==> src/addr_gen_pkg.sv <==
// Shared constants, modes and states for the operand address generator
// Functional notes
// - Immediate byte after opcode is the operand.
// - Immediate extended: two bytes form 16-bit operand.
// - Extended: two bytes form full 16-bit address.
// - Low-order byte read first, high-order next.
// - Restart loads counter with one of eight page-zero addresses.
// - Relative target is next opcode plus signed displacement.
// - Relative jump is opcode plus one displacement byte.
// - Indexed: selected index plus signed displacement, index kept.
// - Register mode decodes register from opcode fields.
// - Implied arithmetic always writes the accumulator.
// - Indirect 16-bit: pointer low byte, pointer+1 high.
// - Bit ops: three-bit field picks one of eight.
// - Push and pop always move a whole pair.
// - Push writes upper byte at pointer minus one.
// - Push writes lower at minus two, pointer drops two.
// - Pop loads low register from pointer address.
// - Pop loads high register from pointer plus one.
// - After both pop reads, pointer rises by two.
`default_nettype none
package addr_gen_pkg;
    localparam int BYTE_W = 8;
    localparam int ADDR_BITS = 16;
    localparam int MODE_W = 4;
    localparam logic [15:0] NEXT_BYTE = 16'h0001;
    localparam logic [15:0] PAIR_STEP = 16'h0002;
    localparam logic [15:0] RESET_PC = 16'h0000;
    localparam logic [15:0] RESET_SP = 16'h0000;
    localparam logic [7:0] STEP_DISP = 8'h01;
    localparam logic [7:0] BIT_ONE = 8'h01;
    localparam logic [7:0] BYTE_ZERO = 8'h00;
    localparam logic [2:0] ACC_CODE = 3'h7;
    localparam int SRC_LO = 0;
    localparam int SRC_HI = 2;
    localparam int DST_LO = 3;
    localparam int DST_HI = 5;
    localparam int BIT_LO = 3;
    localparam int BIT_HI = 5;
    localparam int RST_LO = 3;
    localparam int RST_HI = 5;
    localparam int INDEX_SEL_BIT = 5;

    typedef enum logic [3:0] {
        M_IMM = 4'h0,
        M_IMM_EXT = 4'h1,
        M_EXT = 4'h2,
        M_RESTART = 4'h3,
        M_REL = 4'h4,
        M_INDEXED = 4'h5,
        M_REGISTER = 4'h6,
        M_IMPLIED = 4'h7,
        M_INDIRECT = 4'h8,
        M_PUSH = 4'h9,
        M_POP = 4'hA
    } mode_type;

    typedef enum logic [2:0] {
        S_IDLE = 3'h0,
        S_READ_LO = 3'h1,
        S_READ_HI = 3'h2,
        S_WRITE_HI = 3'h3,
        S_WRITE_LO = 3'h4
    } state_type;
endpackage
`default_nettype wire

==> src/offset_adder.sv <==
// Base plus sign-extended displacement adder
`timescale 1ns/1ps
`default_nettype none
module offset_adder
#(
    parameter int BASE_W = 16,
    parameter int DISP_W = 8
)
(
    input wire logic [BASE_W-1:0] base,
    input wire logic [DISP_W-1:0] disp,
    output logic [BASE_W-1:0] sum
);
    if (DISP_W < 1 || DISP_W > BASE_W)
    begin : g_bad_width
        $error("offset_adder: displacement wider than base");
    end

    always_comb
    begin
        sum = base + {{(BASE_W-DISP_W){disp[DISP_W-1]}}, disp};
    end
endmodule
`default_nettype wire

==> src/operand_address_generator.sv <==
// Operand and effective-address sequencer with stack push and pop
`timescale 1ns/1ps
`default_nettype none
module operand_address_generator
    import addr_gen_pkg::*;
(
    input wire logic ref_clk,
    input wire logic rst_b,
    input wire logic start,
    input wire logic [MODE_W-1:0] mode_in,
    input wire logic [BYTE_W-1:0] opcode_in,
    input wire logic jump_in,
    input wire logic wide_in,
    input wire logic bit_op_in,
    input wire logic [ADDR_BITS-1:0] first_index_base,
    input wire logic [ADDR_BITS-1:0] second_index_base,
    input wire logic [ADDR_BITS-1:0] memory_pointer_pair,
    input wire logic [ADDR_BITS-1:0] push_pair,
    input wire logic pc_load,
    input wire logic [ADDR_BITS-1:0] pc_value,
    input wire logic sp_load,
    input wire logic [ADDR_BITS-1:0] sp_value,
    input wire logic mem_ack,
    input wire logic [BYTE_W-1:0] mem_rdata,
    output logic [ADDR_BITS-1:0] mem_addr,
    output logic mem_rd,
    output logic mem_wr,
    output logic [BYTE_W-1:0] mem_wdata,
    output logic [ADDR_BITS-1:0] program_counter,
    output logic [ADDR_BITS-1:0] stack_pointer,
    output logic [ADDR_BITS-1:0] operand_value,
    output logic [ADDR_BITS-1:0] effective_address,
    output logic [2:0] reg_src_sel,
    output logic [2:0] reg_dst_sel,
    output logic [BYTE_W-1:0] bit_mask,
    output logic busy,
    output logic done
);
    state_type state;
    state_type first_state;
    mode_type mode;
    mode_type mode_req;
    logic jump;
    logic [BYTE_W-1:0] lo_byte;
    logic [ADDR_BITS-1:0] disp_base;
    logic [ADDR_BITS-1:0] disp_sum;
    logic [ADDR_BITS-1:0] next_addr;
    logic [ADDR_BITS-1:0] restart_target;
    logic start_take;
    logic lo_done;
    logic hi_done;
    logic whi_done;
    logic wlo_done;
    logic lo_last;
    logic pc_based;

    assign mode_req = mode_type'(mode_in);
    assign start_take = start && (state == S_IDLE);
    assign lo_done = (state == S_READ_LO) && mem_ack;
    assign hi_done = (state == S_READ_HI) && mem_ack;
    assign whi_done = (state == S_WRITE_HI) && mem_ack;
    assign wlo_done = (state == S_WRITE_LO) && mem_ack;
    // Single-byte fetches finish after the low read
    assign lo_last = (mode == M_IMM) || (mode == M_REL) || (mode == M_INDEXED);
    assign pc_based = (mode_req == M_IMM) || (mode_req == M_IMM_EXT) || (mode_req == M_EXT)
        || (mode_req == M_REL) || (mode_req == M_INDEXED);
    assign restart_target = ADDR_BITS'(opcode_in[RST_HI:RST_LO]) << RST_LO;

    always_comb
    begin
        case (mode_req)
            M_IMM, M_IMM_EXT, M_EXT, M_REL, M_INDEXED, M_POP:
                first_state = S_READ_LO;
            M_INDIRECT:
                first_state = wide_in ? S_READ_LO : S_IDLE;
            M_PUSH:
                first_state = S_WRITE_HI;
            default:
                first_state = S_IDLE;
        endcase
    end

    // Index base picked by opcode; the index registers are only read
    always_comb
    begin
        if (mode != M_INDEXED)
            disp_base = program_counter;
        else if (opcode_in[INDEX_SEL_BIT])
            disp_base = second_index_base;
        else
            disp_base = first_index_base;
    end

    offset_adder #(.BASE_W(ADDR_BITS), .DISP_W(BYTE_W)) disp_add (
        .base(disp_base),
        .disp(mem_rdata),
        .sum(disp_sum)
    );

    offset_adder #(.BASE_W(ADDR_BITS), .DISP_W(BYTE_W)) step_add (
        .base(mem_addr),
        .disp(STEP_DISP),
        .sum(next_addr)
    );

    always_ff @(posedge ref_clk or negedge rst_b)
    begin
        if (!rst_b)
            state <= S_IDLE;
        else
        begin
            case (state)
                S_IDLE:
                    if (start)
                        state <= first_state;
                S_READ_LO:
                    if (mem_ack)
                        state <= lo_last ? S_IDLE : S_READ_HI;
                S_READ_HI:
                    if (mem_ack)
                        state <= S_IDLE;
                S_WRITE_HI:
                    if (mem_ack)
                        state <= S_WRITE_LO;
                S_WRITE_LO:
                    if (mem_ack)
                        state <= S_IDLE;
                default:
                    state <= S_IDLE;
            endcase
        end
    end

    always_ff @(posedge ref_clk or negedge rst_b)
    begin
        if (!rst_b)
        begin
            mode <= M_IMM;
            jump <= 1'b0;
            lo_byte <= BYTE_ZERO;
        end
        else if (start_take)
        begin
            mode <= mode_req;
            jump <= jump_in;
            lo_byte <= push_pair[BYTE_W-1:0];
        end
        else if (lo_done)
            lo_byte <= mem_rdata;
    end

    // Memory port; low byte always goes first on reads
    always_ff @(posedge ref_clk or negedge rst_b)
    begin
        if (!rst_b)
        begin
            mem_addr <= RESET_PC;
            mem_rd <= 1'b0;
            mem_wr <= 1'b0;
            mem_wdata <= BYTE_ZERO;
        end
        else if (start_take && first_state == S_READ_LO)
        begin
            mem_rd <= 1'b1;
            if (mode_req == M_POP)
                mem_addr <= stack_pointer;
            else if (mode_req == M_INDIRECT)
                mem_addr <= memory_pointer_pair;
            else
                mem_addr <= program_counter;
        end
        else if (start_take && first_state == S_WRITE_HI)
        begin
            mem_wr <= 1'b1;
            mem_addr <= stack_pointer - NEXT_BYTE;
            mem_wdata <= push_pair[ADDR_BITS-1:BYTE_W];
        end
        else if (lo_done)
        begin
            mem_rd <= !lo_last;
            mem_addr <= next_addr;
        end
        else if (hi_done)
            mem_rd <= 1'b0;
        else if (whi_done)
        begin
            mem_addr <= stack_pointer - PAIR_STEP;
            mem_wdata <= lo_byte;
        end
        else if (wlo_done)
            mem_wr <= 1'b0;
    end

    // Loads are taken only while idle so an operation never sees them
    always_ff @(posedge ref_clk or negedge rst_b)
    begin
        if (!rst_b)
            program_counter <= RESET_PC;
        else if (start_take && pc_based)
            program_counter <= program_counter + NEXT_BYTE;
        else if (start_take && mode_req == M_RESTART)
            program_counter <= restart_target;
        else if (pc_load && state == S_IDLE && !start)
            program_counter <= pc_value;
        else if (lo_done && (mode == M_IMM_EXT || mode == M_EXT))
            program_counter <= program_counter + NEXT_BYTE;
        else if (lo_done && mode == M_REL)
            program_counter <= disp_sum;
        else if (hi_done && mode == M_EXT && jump)
            program_counter <= {mem_rdata, lo_byte};
    end

    always_ff @(posedge ref_clk or negedge rst_b)
    begin
        if (!rst_b)
            stack_pointer <= RESET_SP;
        else if (sp_load && state == S_IDLE && !start)
            stack_pointer <= sp_value;
        else if (wlo_done)
            stack_pointer <= stack_pointer - PAIR_STEP;
        else if (hi_done && mode == M_POP)
            stack_pointer <= stack_pointer + PAIR_STEP;
    end

    always_ff @(posedge ref_clk or negedge rst_b)
    begin
        if (!rst_b)
        begin
            reg_src_sel <= 3'h0;
            reg_dst_sel <= 3'h0;
            bit_mask <= BYTE_ZERO;
            effective_address <= RESET_PC;
        end
        else if (start_take)
        begin
            reg_src_sel <= opcode_in[SRC_HI:SRC_LO];
            if (mode_req == M_IMPLIED)
                reg_dst_sel <= ACC_CODE;
            else
                reg_dst_sel <= opcode_in[DST_HI:DST_LO];
            if (bit_op_in)
                bit_mask <= BIT_ONE << opcode_in[BIT_HI:BIT_LO];
            else
                bit_mask <= BYTE_ZERO;
            if (mode_req == M_INDIRECT)
                effective_address <= memory_pointer_pair;
            else if (mode_req == M_RESTART)
                effective_address <= restart_target;
        end
        else if (lo_done && (mode == M_REL || mode == M_INDEXED))
            effective_address <= disp_sum;
        else if (hi_done && mode == M_EXT)
            effective_address <= {mem_rdata, lo_byte};
    end

    always_ff @(posedge ref_clk or negedge rst_b)
    begin
        if (!rst_b)
            operand_value <= RESET_PC;
        else if (lo_done && mode == M_IMM)
            operand_value <= {BYTE_ZERO, mem_rdata};
        else if (hi_done && mode != M_EXT)
            operand_value <= {mem_rdata, lo_byte};
    end

    always_ff @(posedge ref_clk or negedge rst_b)
    begin
        if (!rst_b)
        begin
            done <= 1'b0;
            busy <= 1'b0;
        end
        else
        begin
            done <= (start_take && first_state == S_IDLE) || (lo_done && lo_last)
                || hi_done || wlo_done;
            if (start_take)
                busy <= (first_state != S_IDLE);
            else if ((lo_done && lo_last) || hi_done || wlo_done)
                busy <= 1'b0;
        end
    end
endmodule
`default_nettype wire

==> config.mk <==
export PLATFORM = sky130hd
export DESIGN_NAME = operand_address_generator
export DESIGN_NICKNAME = d
export VERILOG_FILES = /design/src/addr_gen_pkg.sv /design/src/offset_adder.sv /design/src/operand_address_generator.sv
export SDC_FILE = /design/constraint.sdc
export NUM_CORES = 1
export LEC_CHECK = 0
export BUFFER_PORTS_ARGS = -buffer_cell sky130_fd_sc_hd__buf_2
export CORE_AREA = 4 4 208 109
export DETAILED_ROUTE_END_ITERATION = 12
export DIE_AREA = 0 0 212 113
export GPL_TIMING_DRIVEN = 0
export PLACE_DENSITY_LB_ADDON = 0.25
export RECOVER_POWER = 50
export SYNTH_ARGS = -nofsm -noshare
export SYNTH_HDL_FRONTEND = slang
export SYNTH_SLANG_ARGS = --single-unit
export TNS_END_PERCENT = 20
==> constraint.sdc <==
create_clock -name ref_clk -period 3.4 [get_ports ref_clk]
set_clock_uncertainty 0.05 [all_clocks]
set_input_delay 0.68 -clock ref_clk [delete_from_list [all_inputs] [get_ports ref_clk]]
set_output_delay 0.68 -clock ref_clk [all_outputs]
set_load 0.02 [all_outputs]
Yosys cells after proc, flatten, opt, wreduce, memory -nomap -nowiden
Index checks and enable logic that the tools add are counted.

Bits in registers: 122. Output and inout bits: 106.

Add/subtract/negate cells: 6. Eq/ne operators: 32. Shift-type cells: 1. Multiplexer cells: 52. Bitwise operators: 1. Reduce and logical (&&, ||, !) cells: 61.

Operator list (count): two-way mux 16 bit (25); two-way mux 8 bit (7); adder 16 x 1 -> 16 bit (second input constant) (2); logical AND 1 bit (23); equality test 4 x 3 -> 1 bit (second input constant) (5); adder 16 bit (1); adder 16 x 2 -> 16 bit (second input constant) (1); equality test 4 bit (second input constant) (4); subtractor 16 x 1 -> 16 bit (second input constant) (1); subtractor 16 x 2 -> 16 bit (second input constant) (1); two-way mux 3 bit (5); logical OR 1 bit (13); equality test 4 x 2 -> 1 bit (second input constant) (3); two-way mux 1 bit (12); case mux 3 bit (4 select lines) (1); nonzero test 3 bit (4); nonzero test 2 bit (5); equality test 3 x 2 -> 1 bit (second input constant) (3); equality test 4 x 1 -> 1 bit (second input constant) (2); logical NOT 4 bit (2); != test 2 x 1 -> 1 bit (second input constant) (4); != test 2 bit (second input constant) (4); != test 4 x 2 -> 1 bit (second input constant) (2); AND reduction 4 bit (2); other kinds (16) (21).

Longest topological paths before layout
Gate-level depths: netlist (run 1).

Depth after elaboration: 10. Gate-level depth with buffers: 17. Mapped depth without buffers: 14.

Cells and area by module
A second synthesis (run 1) with hierarchy kept.

Cell total of the unflattened synthesis: 1289. Area total of the unflattened synthesis: 10134.7 sq um.

Modules (own cells, without submodules): operand_address_generator (instances 1, cells each 1088, area each 8630.8 sq um, seq. area each 3052.9 sq um); offset_adder at disp_add (instances 1, cells each 103, area each 779.5 sq um, seq. area each 0.0 sq um); offset_adder at step_add (instances 1, cells each 98, area each 724.4 sq um, seq. area each 0.0 sq um).

Worst setup path after synthesis (run 1)
OpenSTA, ideal clock, no wires.

Kind: input port to flip-flop. From: input port opcode_in[5]. To: register program_counter[14]. Arrival: 3.345 ns. Slack: -0.127 ns. Cell stages on the path: 14. Cells stage by stage: clkbuf_1 clkbuf_1 mux2i_1 a21oi_1 ha_1 inv_1 fa_1 nor2b_1 o31ai_1 o21bai_1 o221ai_1 a21oi_1 nor2_1 or3_1.

Cells in the longest elaborated chain, start to end: 8.

RTL lines: from (decl) (RTL line operand_address_generator.sv:11) `input wire logic [BYTE_W-1:0] opcode_in,`; two-way mux 16 bit (RTL line operand_address_generator.sv:88) `else if (opcode_in[INDEX_SEL_BIT])`; two-way mux 16 bit (RTL line operand_address_generator.sv:86) `if (mode != M_INDEXED)`; adder 16 bit (RTL line offset_adder.sv:21) `sum = base + {{(BASE_W-DISP_W){disp[DISP_W-1]}}, disp};`; two-way mux 16 bit (RTL line operand_address_generator.sv:207) `else if (lo_done && mode == M_REL)`; two-way mux 16 bit (RTL line operand_address_generator.sv:205) `else if (lo_done && (mode == M_IMM_EXT || mode == M_EXT))`; two-way mux 16 bit (RTL line operand_address_generator.sv:203) `else if (pc_load && state == S_IDLE && !start)`; two-way mux 16 bit (RTL line operand_address_generator.sv:201) `else if (start_take && mode_req == M_RESTART)`; two-way mux 16 bit (RTL line operand_address_generator.sv:199) `else if (start_take && pc_based)`; to (signal assigned) (RTL line operand_address_generator.sv:200) `program_counter <= program_counter + NEXT_BYTE;`; to (signal assigned) (RTL line operand_address_generator.sv:202) `program_counter <= restart_target;`; to (signal assigned) (RTL line operand_address_generator.sv:204) `program_counter <= pc_value;`; to (decl) (RTL line operand_address_generator.sv:29) `output logic [ADDR_BITS-1:0] program_counter,`.

No other way between the ends. A chain may end at the register's enable or synchronous reset.

Worst setup path after layout (run 1)
From: register mode[3]. To: register program_counter[12].

Cells in the longest elaborated chain, start to end: 8. Elaborated cells between the ends (all ways): 17.

RTL lines: from (decl) (RTL line operand_address_generator.sv:41) `mode_type mode;`; from (signal assigned) (RTL line operand_address_generator.sv:144) `mode <= mode_req;`; != test 4 x 3 -> 1 bit (RTL line operand_address_generator.sv:86); two-way mux 16 bit (RTL line operand_address_generator.sv:86); adder 16 bit (RTL line offset_adder.sv:21); two-way mux 16 bit (RTL line operand_address_generator.sv:207); two-way mux 16 bit (RTL line operand_address_generator.sv:205); two-way mux 16 bit (RTL line operand_address_generator.sv:203); two-way mux 16 bit (RTL line operand_address_generator.sv:201); two-way mux 16 bit (RTL line operand_address_generator.sv:199).

Several ways; a longest one is shown, not always the timed one.

==> results of run 1 <==
==> flip-flops by register name (all words and copies together) (netlist names), 4 cells and up <==
register and flops:
stack_pointer 16, program_counter 16, effective_address 16, mode 4
mem_addr 16, operand_value 16, lo_byte 8, bit_mask 8
mem_wdata 8
==> stage by stage <==
| step | cell area (µm²) | total power [µW] |
|---|---|---|
| after floorplan | 9250 | 6660 |
| final | 11600 | 11500 |
| after detailed placement | 10800 | 9040 |
| after CTS | 11500 | 11100 |
| after global placement | 10700 | 8970 |
| after global routing | 11600 | 12100 |
==> what timing repair did <==
action	4_1_cts	5_1_grt
hold endpoints to repair	0	0
pin swaps	7	13
hold buffers	0	0
setup buffers	2	10
setup endpoints to repair	29	21
gates resized for setup	37	25
==> cell usage in the layout, fill, tap and decap left out, types with 12 or more instances in the layout <==
| master | instances |
|---|---|
| sky130_fd_sc_hd__nand3_1 | 37 |
| sky130_fd_sc_hd__dfrtp_1 | 122 |
| sky130_fd_sc_hd__buf_2 | 195 |
| sky130_fd_sc_hd__mux2i_1 | 18 |
| sky130_fd_sc_hd__o31ai_1 | 12 |
| sky130_fd_sc_hd__xnor2_1 | 30 |
| sky130_fd_sc_hd__nor2_1 | 133 |
| sky130_fd_sc_hd__a31oi_1 | 33 |
| sky130_fd_sc_hd__nand2_1 | 220 |
| sky130_fd_sc_hd__xor2_1 | 24 |
| sky130_fd_sc_hd__nor3_1 | 17 |
| sky130_fd_sc_hd__o21ai_1 | 12 |
| sky130_fd_sc_hd__buf_4 | 16 |
| sky130_fd_sc_hd__o21ai_0 | 86 |
| sky130_fd_sc_hd__a22oi_1 | 13 |
| sky130_fd_sc_hd__clkbuf_1 | 100 |
| sky130_fd_sc_hd__clkbuf_16 | 18 |
| sky130_fd_sc_hd__ha_1 | 22 |
| sky130_fd_sc_hd__a21oi_1 | 102 |
==> worst register-to-register path: cells and delay by family, from the launching register on <==
kind                     cells  cell delay (ps)
AO/OA/AOI/OAI                6             1270
adder cells (fa/ha/maj)      2              410
buffers and inverters        3              450
flip-flops                   1              400
multiplexers                 1              350
AND/OR/NAND/NOR              3              420
==> power by group through the flow <==
stage	registers, µW	clock network [µW]	logic [µW]
5_1_grt	3110	1940	7030
3_3_place_gp	3000	0	5970
4_1_cts	2990	1870	6260
6_report	3060	1860	6590
2_1_floorplan	3360	0	3310
3_5_place_dp	3010	0	6030
==> cell families (layout without fill, tap and decap cells) <==
kind of cell    after synthesis  after routing  synth area share
flops                       122            122             0.330
simple gates                506            506             0.254
mux                          25             25            0.0276
fa+ha+maj                    24             24            0.0333
buf+inv                     101            369            0.0492
xor+xnor                     58             58            0.0549
compound gates              369            369             0.251
==> how the worst max path moves through the flow <==
stage	cells after the start	to	startpoint
6_report	15	program_counter[12]$_DFFE_PN0P_	mode[3]$_DFFE_PN0P_
5_1_grt	16	program_counter[10]$_DFFE_PN0P_	mode[3]$_DFFE_PN0P_
4_1_cts	14	program_counter[12]$_DFFE_PN0P_	mode[1]$_DFFE_PN0P_
3_5_place_dp	14	effective_address[12]$_DFFE_PN0P_	opcode_in[5]
3_3_place_gp	14	effective_address[12]$_DFFE_PN0P_	opcode_in[5]
2_1_floorplan	17	program_counter[14]$_DFFE_PN0P_	mode[3]$_DFFE_PN0P_
==> layout make-up <==
class	count	area (µm²)
fill	2097	9480
multi-input combinational	982	5920
sequential	122	3050
timing repair buffer	237	1170
buffer	89	465
clock buffer	17	425
tap	280	350
clock inverter	15	158
inverter	11	41.3
==> per-layer routing <==
metal / track usage / part of all wire
met5: 0.0243 / 0.0019
met2: 0.433 / 0.37
met4: 0.0591 / 0.013
met3: 0.146 / 0.16
met1: 0.541 / 0.45
==> impl_metrics.sql, run 1 <==
INSERT INTO impl_metrics (metric_group, metric, value, unit) VALUES
('layout', 'layout-drive-gt1-share', '0.215', ''),
('synthesis', 'syn_avg_cell_area', '7.68', 'µm²'),
('floorplanning', 'fp.dieH', '113', 'µm'),
('run_status', 'status', 'finished, violations left', ''),
('floorplanning', 'coreArea', '21100', 'µm²'),
('cts', 'cts-buffers-inserted', '17', ''),
('cts', 'cts-root-to-sink-buffers', '2', ''),
('synthesis', 'synth_most_common_cell', 'sky130_fd_sc_hd__nand2_1', ''),
('placement', 'placement_stage_worst_setup_slack', '-1340', 'ps'),
('drt', 'viasPerCell', '6.18', ''),
('synthesis', 'number_of_synthesized_flops_with_an_enable_pin', '0', ''),
('power_and_ir_drop', 'power.share.switching', '0.526', ''),
('synthesis', 'postSynthNetCount', '1354', ''),
('cts', 'clock_sinks', '122', ''),
('power_and_ir_drop', 'power_frac_clock', '0.162', ''),
('layout', 'area.growth.synth_to_final', '25.2', '%'),
('synthesis', 'yosysWarningCount', '0', ''),
('sta', 'tightestPinTransition', '1620', 'ps'),
('run_status', 'violations', 'max-capacitance violations, max-slew violations, negative setup slack', ''),
('drt', 'postRouteWirelength', '42.6', 'mm'),
('layout', 'insertedDiodeCount', '0', ''),
('worst_setup_path', 'critical_path.slowest_cell', 'sky130_fd_sc_hd__dfrtp_1', ''),
('sta', 'finalMaxSlewViolations', '66', ''),
('worst_setup_path', 'crit_chain', 'buf_6 > nor2_4 > and3_4 > clkbuf_4 > a21oi_2 > ha_2 > inv_2 > fa_2 > nor2b_4 > o31ai_4 > o21bai_4 > o31ai_2 > mux2i_2 > a21oi_1 > o221ai_1', ''),
('worst_setup_path', 'timing.critical_path.fanout_max', '10', ''),
('layout', 'finish.utilization', '0.550', ''),
('min_path', 'min-delay-path-class', 'in2reg', ''),
('cts', 'root_buffer', 'sky130_fd_sc_hd__clkbuf_16', ''),
('drt', '1st_pass_router_iterations', '6', ''),
('drt', 'drt_iter0_drc', '1672', ''),
('sta', 'final_min_period_over_clock_period', '1.01', ''),
('min_path', 'holdPathStages', '3', ''),
('placement', 'place.detailed.instances', '1710', ''),
('power_and_ir_drop', 'p_switching', '6060', 'µW'),
('worst_setup_path', 'slowest_delay', '400', 'ps'),
('synthesis', 'ys_seq_area_frac', '0.330', ''),
('drt', 'routedWlPerCell', '24.3', 'µm'),
('cts', 'cts_tree', 'yes', ''),
('synthesis', 'synth_area_leader_cell', 'sky130_fd_sc_hd__dfrtp_1', ''),
('floorplanning', 'io-pin-count', '231', ''),
('worst_setup_path', 'setup.worst_path.start_class', 'register', ''),
('worst_setup_path', 'cp.buffers_inverters', '3', ''),
('synthesis', 'synth_area', '9250', 'µm²'),
('synthesis', 'yosys_register_bits', '122', ''),
('worst_setup_path', 'timing_worst_setup_path_type', 'reg2reg', ''),
('drt', 'routed-via-count', '10829', ''),
('grt', 'number_of_global_route_vias_before_repair', '9820', ''),
('power_and_ir_drop', 'max-vdd-ir-drop', '0.000428', 'V'),
('sta', 'final_critical_path_setup_slack', '-39.7', 'ps'),
('power_and_ir_drop', 'power.combinational.fraction', '0.572', ''),
('grt', 'global_route_wire_length_before_repair', '62.1', 'mm'),
('cts', 'clk_transition_reported_paths', '70', 'ps'),
('floorplanning', 'num_rows', '38', ''),
('sta', 'final-setup-viol-count', '2', ''),
('power_and_ir_drop', 'leakage', '0.00506', 'µW'),
('synthesis', 'async_flop_share', '1.00', ''),
('placement', 'gp_routability_congestion', '1.02', ''),
('synthesis', 'yosysUniqueCellTypes', '76', ''),
('worst_setup_path', 'reg2reg_slack', '-40', 'ps'),
('min_path', 'whs_endpoint', 'reg_src_sel[2]$_DFFE_PN0P_', ''),
('sta', 'fmax', '291', 'MHz'),
('layout', 'cell_count_final_fillers_out', '1753', ''),
('synthesis', 'syn-instance-count', '1205', ''),
('worst_setup_path', 'path_delay_family', 'compound AO/OA/AOI/OAI gates', ''),
('job', 'max-cap-violations', '1', ''),
('synthesis', 'dominantRegCellSynth', 'sky130_fd_sc_hd__dfrtp_1', ''),
('grt', 'grt_start_max_net_pins', '66', ''),
('cts', 'clock_tree.htree_level_count', '4', ''),
('sta', 'post-route-min-period', '3440', 'ps'),
('drt', 'detail_route.drc_violations', '0', ''),
('synthesis', 'netlist.area_leader.share', '0.330', '');
(Power assumes the default switching activity.)
==> inputs of run 2 (changes only) <==
- ABC_AREA: not set -> 1
- CORE_AREA: 4 4 208 109 -> 4 4 215 112
- DIE_AREA: 0 0 212 113 -> 0 0 219 116
- SLEW_MARGIN: not set -> 10
==> impl_metrics.sql, run 2 <==
INSERT INTO impl_metrics (metric_group, metric, value, unit) VALUES
('grt', 'number_of_global_route_vias_before_repair', '10537', ''),
('cts', 'clk-insertion-delay-late', '450', 'ps'),
('sta', 'tightestPinTransition', '2840', 'ps'),
('power_and_ir_drop', 'power-per-cell-area', '1020', 'nW/µm²'),
('cts', 'cts_tree', 'yes', ''),
('cts', 'clk_transition_reported_paths', '60', 'ps'),
('worst_setup_path', 'worstReg2RegStart', 'mode[1]$_DFFE_PN0P_', ''),
('min_path', 'min-delay-path-class', 'in2reg', ''),
('drt', 'postRouteWirelength', '45.6', 'mm'),
('job', 'max-cap-violations', '1', ''),
('cts', 'clock_sinks', '122', ''),
('synthesis', 'synth_commonest_cells', '437 x sky130_fd_sc_hd__nand2_1, 191 x sky130_fd_sc_hd__nor2_1, 136 x sky130_fd_sc_hd__inv_1, 125 x sky130_fd_sc_hd__o21ai_0, 122 x sky130_fd_sc_hd__dfrtp_1', ''),
('sta', 'setup_repair_after_global_routing_missed_its_margin', 'yes', ''),
('grt', 'grt_overflow', '0', ''),
('placement', 'hpwl_reported_at_the_end_of_detailed_placement', '36.9', 'mm'),
('sta', 'finalMaxSlewViolations', '49', ''),
('layout', 'layout-drive-gt1-share', '0.197', ''),
('layout', 'num-fill-cells', '2339', ''),
('drt', '1st_pass_router_iterations', '5', ''),
('synthesis', 'ys_seq_area_frac', '0.309', ''),
('placement', 'place.port_buffers', '228', ''),
('cts', 'root_buffer', 'sky130_fd_sc_hd__clkbuf_16', ''),
('drt', 'drt_iter0_drc', '1746', ''),
('cts', 'clock_tree.htree_level_count', '4', ''),
('worst_setup_path', 'setup.worst_path.start_class', 'register', ''),
('drt', 'number_of_routed_nets_with_antenna_violations', '0', ''),
('drt', 'detail_route.drc_violations', '0', ''),
('power_and_ir_drop', 'power_frac_clock', '0.163', ''),
('power_and_ir_drop', 'max-vdd-ir-drop', '0.000515', 'V'),
('synthesis', 'syn-instance-count', '1531', ''),
('layout', 'final_cell_mix', '434 x sky130_fd_sc_hd__nand2_1, 244 x sky130_fd_sc_hd__buf_2, 192 x sky130_fd_sc_hd__nor2_1', ''),
('synthesis', 'yosys_register_bits', '122', ''),
('synthesis', 'netlist.area_leader.share', '0.309', ''),
('grt', 'grt_start_max_net_pins', '75', ''),
('floorplanning', 'die_w', '219', 'µm'),
('synthesis', 'postSynthNetCount', '1680', ''),
('sta', 'report.final.hold_viol_count', '0', ''),
('synthesis', 'synth_area', '9890', 'µm²'),
('placement', 'gp_routability_congestion', '1.02', ''),
('worst_setup_path', 'reg2reg_slack', '60', 'ps'),
('grt', 'global_route_wire_length_before_repair', '65.6', 'mm'),
('min_path', 'holdPathStages', '3', ''),
('power_and_ir_drop', 'cell_internal_power', '5730', 'µW'),
('sta', 'final_min_period_over_clock_period', '0.983', ''),
('layout', 'nNetsFinal', '1934', ''),
('sta', 'fmax', '299', 'MHz'),
('run_status', 'violations', 'max-capacitance violations, max-slew violations', ''),
('floorplanning', 'die_area', '25400', 'µm²'),
('layout', 'mostFrequentLayoutCell', 'sky130_fd_sc_hd__nand2_1', ''),
('sta', 'post-route-min-period', '3340', 'ps'),
('drt', 'viasPerCell', '5.73', ''),
('sta', 'final-setup-viol-count', '0', ''),
('worst_setup_path', 'worst_r2r_path_depth', '20', ''),
('power_and_ir_drop', 'p_switching', '6750', 'µW'),
('worst_setup_path', 'timing_worst_setup_path_type', 'reg2reg', ''),
('power_and_ir_drop', 'power.sequential.fraction', '0.232', ''),
('run_status', 'status', 'finished, violations left', ''),
('power_and_ir_drop', 'power.share.switching', '0.541', ''),
('floorplanning', 'num_rows', '39', ''),
('floorplanning', 'fp.dieH', '116', 'µm'),
('synthesis', 'synth_most_common_cell', 'sky130_fd_sc_hd__nand2_1', ''),
('worst_setup_path', 'worst-endpoint-required', '3720', 'ps'),
('drt', 'routed-via-count', '12073', ''),
('layout', 'multi_input_comb_area', '6010', 'µm²'),
('synthesis', 'synth.top_cells.by_area', 'sky130_fd_sc_hd__dfrtp_1 31%, sky130_fd_sc_hd__nand2_1 17%, sky130_fd_sc_hd__nor2_1 7.2%, sky130_fd_sc_hd__o21ai_0 6.3%, sky130_fd_sc_hd__inv_1 5.2%', ''),
('layout', 'register_area', '3050', 'µm²'),
('floorplanning', 'initial_utilization', '0.443', ''),
('worst_setup_path', 'timing.critical_path.fanout_max', '10', ''),
('synthesis', 'number_of_synthesized_flops_with_an_enable_pin', '0', ''),
('cts', 'cts_hold_repair_buffers', '0', ''),
('power_and_ir_drop', 'power.combinational.fraction', '0.605', ''),
('floorplanning', 'io-pin-count', '231', ''),
('synthesis', 'dominantRegCellSynth', 'sky130_fd_sc_hd__dfrtp_1', ''),
('synthesis', 'yosysWarningCount', '0', ''),
('power_and_ir_drop', 'leakage', '0.00622', 'µW'),
('sta', 'whs', '384', 'ps'),
('floorplanning', 'coreArea', '22300', 'µm²'),
('synthesis', 'async_flop_share', '1.00', ''),
('cts', 'cts-root-to-sink-buffers', '2', ''),
('grt', 'grt_usage', '0.352', ''),
('grt', 'grt_antenna_before_repair', '4', ''),
('layout', 'area.growth.synth_to_final', '23.5', '%'),
('power_and_ir_drop', 'design_power_total', '12500', 'µW'),
('min_path', 'whs_endpoint', 'reg_src_sel[0]$_DFFE_PN0P_', ''),
('synthesis', 'yosysUniqueCellTypes', '55', ''),
('drt', 'routedWlPerCell', '21.7', 'µm'),
('worst_setup_path', 'endpoint_kind', 'register', ''),
('synthesis', 'syn_avg_cell_area', '6.46', 'µm²'),
('min_path', 'hold_start', 'opcode_in[0]', ''),
('worst_setup_path', 'timing.critical_path.arrival', '3660', 'ps'),
('cts', 'cts-buffers-inserted', '17', ''),
('worst_setup_path', 'timing.rr.end', 'program_counter[8]$_DFFE_PN0P_', ''),
('sta', 'slew-limit-headroom', '-0.891', ''),
('synthesis', 'synth_area_leader_cell', 'sky130_fd_sc_hd__dfrtp_1', '');
## run 2: repair_timing
| item | 4_1_cts | 5_1_grt |
|---|---|---|
| setup buffers | 1 | 6 |
| resized for setup | 19 | 14 |
| pin swaps | 2 | 4 |
| endpoints found under the setup margin | 28 | 17 |
## run 2: worst max-delay path, cell delays in order, from the launching register on
cell	delay [ps]
sky130_fd_sc_hd__dfrtp_1	410
sky130_fd_sc_hd__inv_4	90
sky130_fd_sc_hd__nand2_1	90
sky130_fd_sc_hd__nor2_4	160
sky130_fd_sc_hd__buf_8	130
sky130_fd_sc_hd__clkbuf_8	160
sky130_fd_sc_hd__nor2_1	50
sky130_fd_sc_hd__a31oi_2	260
sky130_fd_sc_hd__ha_2	250
sky130_fd_sc_hd__inv_1	60
sky130_fd_sc_hd__fa_2	370
sky130_fd_sc_hd__inv_1	90
sky130_fd_sc_hd__nand3_1	80
sky130_fd_sc_hd__nand3_2	130
sky130_fd_sc_hd__a21oi_2	90
sky130_fd_sc_hd__or2_2	290
sky130_fd_sc_hd__nand3_1	90
sky130_fd_sc_hd__nand2_2	140
sky130_fd_sc_hd__nand2_2	100
sky130_fd_sc_hd__nand2_1	60
sky130_fd_sc_hd__a21oi_2	110
## run 2: area by class of cell
cell class | count | area share
Antenna cell | 1 | 0.000205
Buffer | 72 | 0.0293
Clock buffer | 19 | 0.0371
Clock inverter | 13 | 0.0157
Inverter | 147 | 0.0457
Multi-Input combinational cell | 1189 | 0.492
Sequential cell | 122 | 0.250
Tap cell | 307 | 0.0314
Timing Repair Buffer | 236 | 0.0991
## run 2: worst max-delay path by stage
stage | startpoint | endpoint | slack (ps) | depth (start not counted)
2_1_floorplan | opcode_in[5] | program_counter[8]$_DFFE_PN0P_ | 230 | 18
3_3_place_gp | opcode_in[5] | program_counter[8]$_DFFE_PN0P_ | -1100 | 19
3_5_place_dp | opcode_in[5] | program_counter[8]$_DFFE_PN0P_ | -1090 | 19
4_1_cts | mode[3]$_DFFE_PN0P_ | program_counter[4]$_DFFE_PN0P_ | 5 | 20
5_1_grt | mode[1]$_DFFE_PN0P_ | program_counter[8]$_DFFE_PN0P_ | -30 | 20
6_report | mode[1]$_DFFE_PN0P_ | program_counter[8]$_DFFE_PN0P_ | 60 | 20
## run 2: kinds of logic after synthesis
group                      share of synthesized area
AOI/OAI and AO/OA                              0.195
muxes                                        0.00101
and+or+nand+nor                                0.331
adders and majority gates                     0.0311
buffers and inverters                         0.0902
xor gates and xnor gates                      0.0434
DFF                                            0.309
## run 2: power groups by stage
stage / Sequential, µW / Combinational, µW / Clock, µW
2_1_floorplan: 3350 / 4050 / 0
3_3_place_gp: 2850 / 7090 / 0
3_5_place_dp: 2870 / 7110 / 0
4_1_cts: 2850 / 7200 / 2040
5_1_grt: 2960 / 8160 / 2100
6_report: 2890 / 7550 / 2030
## run 2: metrics by stage
stage,instance area [µm²],cells,worst slack [ps],utilization,TNS (ps)
2_1_floorplan,9890,1531,231,-,0
3_3_place_gp,11400,2066,-1100,0.511,-37890
3_5_place_dp,11400,2067,-1090,0.512,-22320
4_1_cts,12200,2099,5.47,0.544,0
5_1_grt,12200,2106,-30.9,0.547,-36.1
6_report,12200,2106,58.6,0.547,0
## run 2: layer usage
layer / GRT usage / part of all wire
met3: 0.189 / 0.17
met2: 0.407 / 0.35
met1: 0.549 / 0.47
met5: 0.0222 / 0.0020
met4: 0.0623 / 0.0093
==> inputs of run 3 (changes only) <==
- ABC_CLOCK_PERIOD_IN_PS: not set -> 3400
- BUFFER_PORTS_ARGS: -buffer_cell sky130_fd_sc_hd__buf_2 -> -buffer_cell sky130_fd_sc_hd__buf_4
==> impl_metrics.sql, run 3 (synthesis results as in run 2) <==
INSERT INTO impl_metrics (metric_group, metric, value, unit) VALUES
('sta', 'post-route-min-period', '3460', 'ps'),
('grt', 'grt_usage', '0.362', ''),
('worst_setup_path', 'timing_worst_setup_path_type', 'in2reg', ''),
('drt', 'route.top_layer_used', 'met5', ''),
('cts', 'cts-buffers-inserted', '17', ''),
('worst_setup_path', 'startpoint_of_the_worst_setup_timing_path', 'opcode_in[5]', ''),
('cts', 'clock_tree.htree_level_count', '4', ''),
('grt', 'grt_overflow', '0', ''),
('drt', 'met3RoutedLength', '8.47', 'mm'),
('sta', 'setup_repair_after_global_routing_missed_its_margin', 'yes', ''),
('cts', 'clk_transition_reported_paths', '60', 'ps'),
('layout', 'layout-drive-gt1-share', '0.175', ''),
('power_and_ir_drop', 'leakage', '0.00627', 'µW'),
('placement', 'place.port_buffers', '228', ''),
('worst_setup_path', 'worst_r2r_path_depth', '16', ''),
('drt', 'routedWlPerCell', '22.1', 'µm'),
('grt', 'grt_antenna_before_repair', '0', ''),
('power_and_ir_drop', 'power_frac_clock', '0.156', ''),
('cts', 'cts-root-to-sink-buffers', '2', ''),
('layout', 'area.growth.synth_to_final', '28.0', '%'),
('floorplanning', 'initial_utilization', '0.443', ''),
('floorplanning', 'io-pin-count', '231', ''),
('grt', 'number_of_global_route_vias_before_repair', '10815', ''),
('drt', 'drt_iter0_drc', '1776', ''),
('run_status', 'status', 'finished, violations left', ''),
('power_and_ir_drop', 'p_switching', '6820', 'µW'),
('sta', 'report.final.hold_viol_count', '0', ''),
('worst_setup_path', 'timing.critical_path.arrival', '3730', 'ps'),
('cts', 'root_buffer', 'sky130_fd_sc_hd__clkbuf_16', ''),
('sta', 'final_critical_path_setup_slack', '-56.1', 'ps'),
('min_path', 'hold_start', 'opcode_in[0]', ''),
('placement', 'gp_routability_congestion', '0.994', ''),
('sta', 'final-setup-viol-count', '2', ''),
('sta', 'slew-limit-headroom', '-0.645', ''),
('placement', 'hpwl_reported_at_the_end_of_detailed_placement', '37.8', 'mm'),
('drt', 'viasPerCell', '5.76', ''),
('power_and_ir_drop', 'max-vdd-ir-drop', '0.000497', 'V'),
('worst_setup_path', 'setup.worst_path.start_class', 'primary input', ''),
('min_path', 'min-delay-path-class', 'in2reg', ''),
('drt', 'detail_route.drc_violations', '0', ''),
('layout', 'nNetsFinal', '1938', ''),
('grt', 'grt_start_max_net_pins', '82', ''),
('job', 'max-cap-violations', '1', ''),
('drt', '1st_pass_router_iterations', '6', ''),
('drt', 'number_of_routed_nets_with_antenna_violations', '0', ''),
('sta', 'tightestPinTransition', '2470', 'ps'),
('layout', 'mostFrequentLayoutCell', 'sky130_fd_sc_hd__nand2_1', ''),
('power_and_ir_drop', 'power.share.switching', '0.536', ''),
('worst_setup_path', 'endpoint_kind', 'register', ''),
('sta', 'final_min_period_over_clock_period', '1.02', ''),
('floorplanning', 'die_area', '25400', 'µm²'),
('cts', 'cts_hold_repair_buffers', '0', ''),
('floorplanning', 'die_w', '219', 'µm'),
('cts', 'cts_tree', 'yes', ''),
('power_and_ir_drop', 'power.combinational.fraction', '0.613', ''),
('power_and_ir_drop', 'cell_internal_power', '5900', 'µW'),
('floorplanning', 'coreArea', '22300', 'µm²'),
('sta', 'whs', '390', 'ps'),
('layout', 'num-fill-cells', '2327', ''),
('drt', 'postRouteWirelength', '46.7', 'mm'),
('sta', 'fmax', '289', 'MHz'),
('sta', 'finalMaxSlewViolations', '42', ''),
('floorplanning', 'fp.dieH', '116', 'µm'),
('power_and_ir_drop', 'power.sequential.fraction', '0.230', ''),
('cts', 'clock_sinks', '122', ''),
('drt', 'routed-via-count', '12138', ''),
('worst_setup_path', 'worstReg2RegStart', 'mode[0]$_DFFE_PN0P_', ''),
('worst_setup_path', 'worst-endpoint-required', '3670', 'ps'),
('layout', 'final_cell_mix', '434 x sky130_fd_sc_hd__nand2_1, 192 x sky130_fd_sc_hd__nor2_1, 189 x sky130_fd_sc_hd__buf_4', ''),
('drt', 'route.layer.met1.wl', '21.8', 'mm'),
('min_path', 'holdPathStages', '3', ''),
('layout', 'insertedDiodeCount', '0', ''),
('power_and_ir_drop', 'power-per-cell-area', '1010', 'nW/µm²'),
('cts', 'clk-insertion-delay-late', '450', 'ps'),
('drt', 'wl_met2', '15.7', 'mm'),
('worst_setup_path', 'timing.critical_path.fanout_max', '11', ''),
('floorplanning', 'num_rows', '39', ''),
('run_status', 'violations', 'max-capacitance violations, max-slew violations, negative setup slack', ''),
('sta', 'fin_setup_tns', '-95.7', 'ps'),
('grt', 'global_route_wire_length_before_repair', '67.5', 'mm');
[run 3: metal layers]
layer,vias to the layer above,global-route usage
li1,5582,-
met1,5676,0.561
met2,822,0.407
met4,2,0.0732
met3,56,0.215
met5,-,0.0167
[run 3: stage by stage]
stage	util	area, µm²	setup WS (ps)	cells	total power [µW]
global placement	0.536	12000	-1140	2066	10400
detailed placement	0.538	12000	-1080	2067	10400
global route	0.566	12700	-69.5	2109	13500
CTS	0.569	12700	7.24	2100	12500
floorplan	-	9890	231	1531	7400
finish	0.566	12700	-56.1	2109	12700
[run 3: path summary, 6_finish.rpt]
| path | endpoint | slack [ps] |
|---|---|---|
| setup / recovery | program_counter[6]$_DFFE_PN0P_ | -60 |
| hold / removal | reg_src_sel[0]$_DFFE_PN0P_ | 390 |
| setup reg to reg | program_counter[6]$_DFFE_PN0P_ | -10 |
| hold reg to reg | reg_src_sel[0]$_DFFE_PN0P_ | 420 |
| max in group asynchronous | mem_addr[13]$_DFFE_PN0P_ | 950 |
| min in group asynchronous | operand_value[13]$_DFFE_PN0P_ | 940 |
[run 3: repair_timing]
action	in CTS	in global routing
hold endpoints to repair	0	0
cloned	0	2
gates resized for setup	20	14
pin swaps	1	3
endpoints found under the setup margin	29	14
buffers inserted	2	7
[run 3: area by class of cell]
class	instances	area (µm²)	share of cell area
inverters	147	556	0.0439
multi-input cells	1189	6000	0.474
well taps	307	384	0.0304
flip-flops and latches	122	3050	0.241
clock inverters	11	169	0.0133
repair buffers	240	1670	0.132
clock buffers	21	460	0.0364
plain buffers	72	359	0.0284
[run 3: critical path, cell delays in order]
cell,delay [ps]
sky130_fd_sc_hd__buf_4,170
sky130_fd_sc_hd__clkinv_2,200
sky130_fd_sc_hd__clkbuf_2,300
sky130_fd_sc_hd__nand2_1,80
sky130_fd_sc_hd__a31oi_1,530
sky130_fd_sc_hd__ha_1,410
sky130_fd_sc_hd__nand2_1,130
sky130_fd_sc_hd__nand2_1,70
sky130_fd_sc_hd__nand2_1,80
sky130_fd_sc_hd__nand3_2,150
sky130_fd_sc_hd__xnor2_1,260
sky130_fd_sc_hd__nand2_1,80
sky130_fd_sc_hd__o211ai_1,230
sky130_fd_sc_hd__nand2_1,180
sky130_fd_sc_hd__nand2_1,100
sky130_fd_sc_hd__a21oi_1,60
[run 3: power by group through the flow]
stage          logic, µW  registers [µW]  clock network [µW]
3_3_place_gp        7470            2900                   0
4_1_cts             7620            2900                2000
5_1_grt             8420            2990                2060
3_5_place_dp        7520            2910                   0
6_report            7810            2930                1990
2_1_floorplan       4050            3350                   0
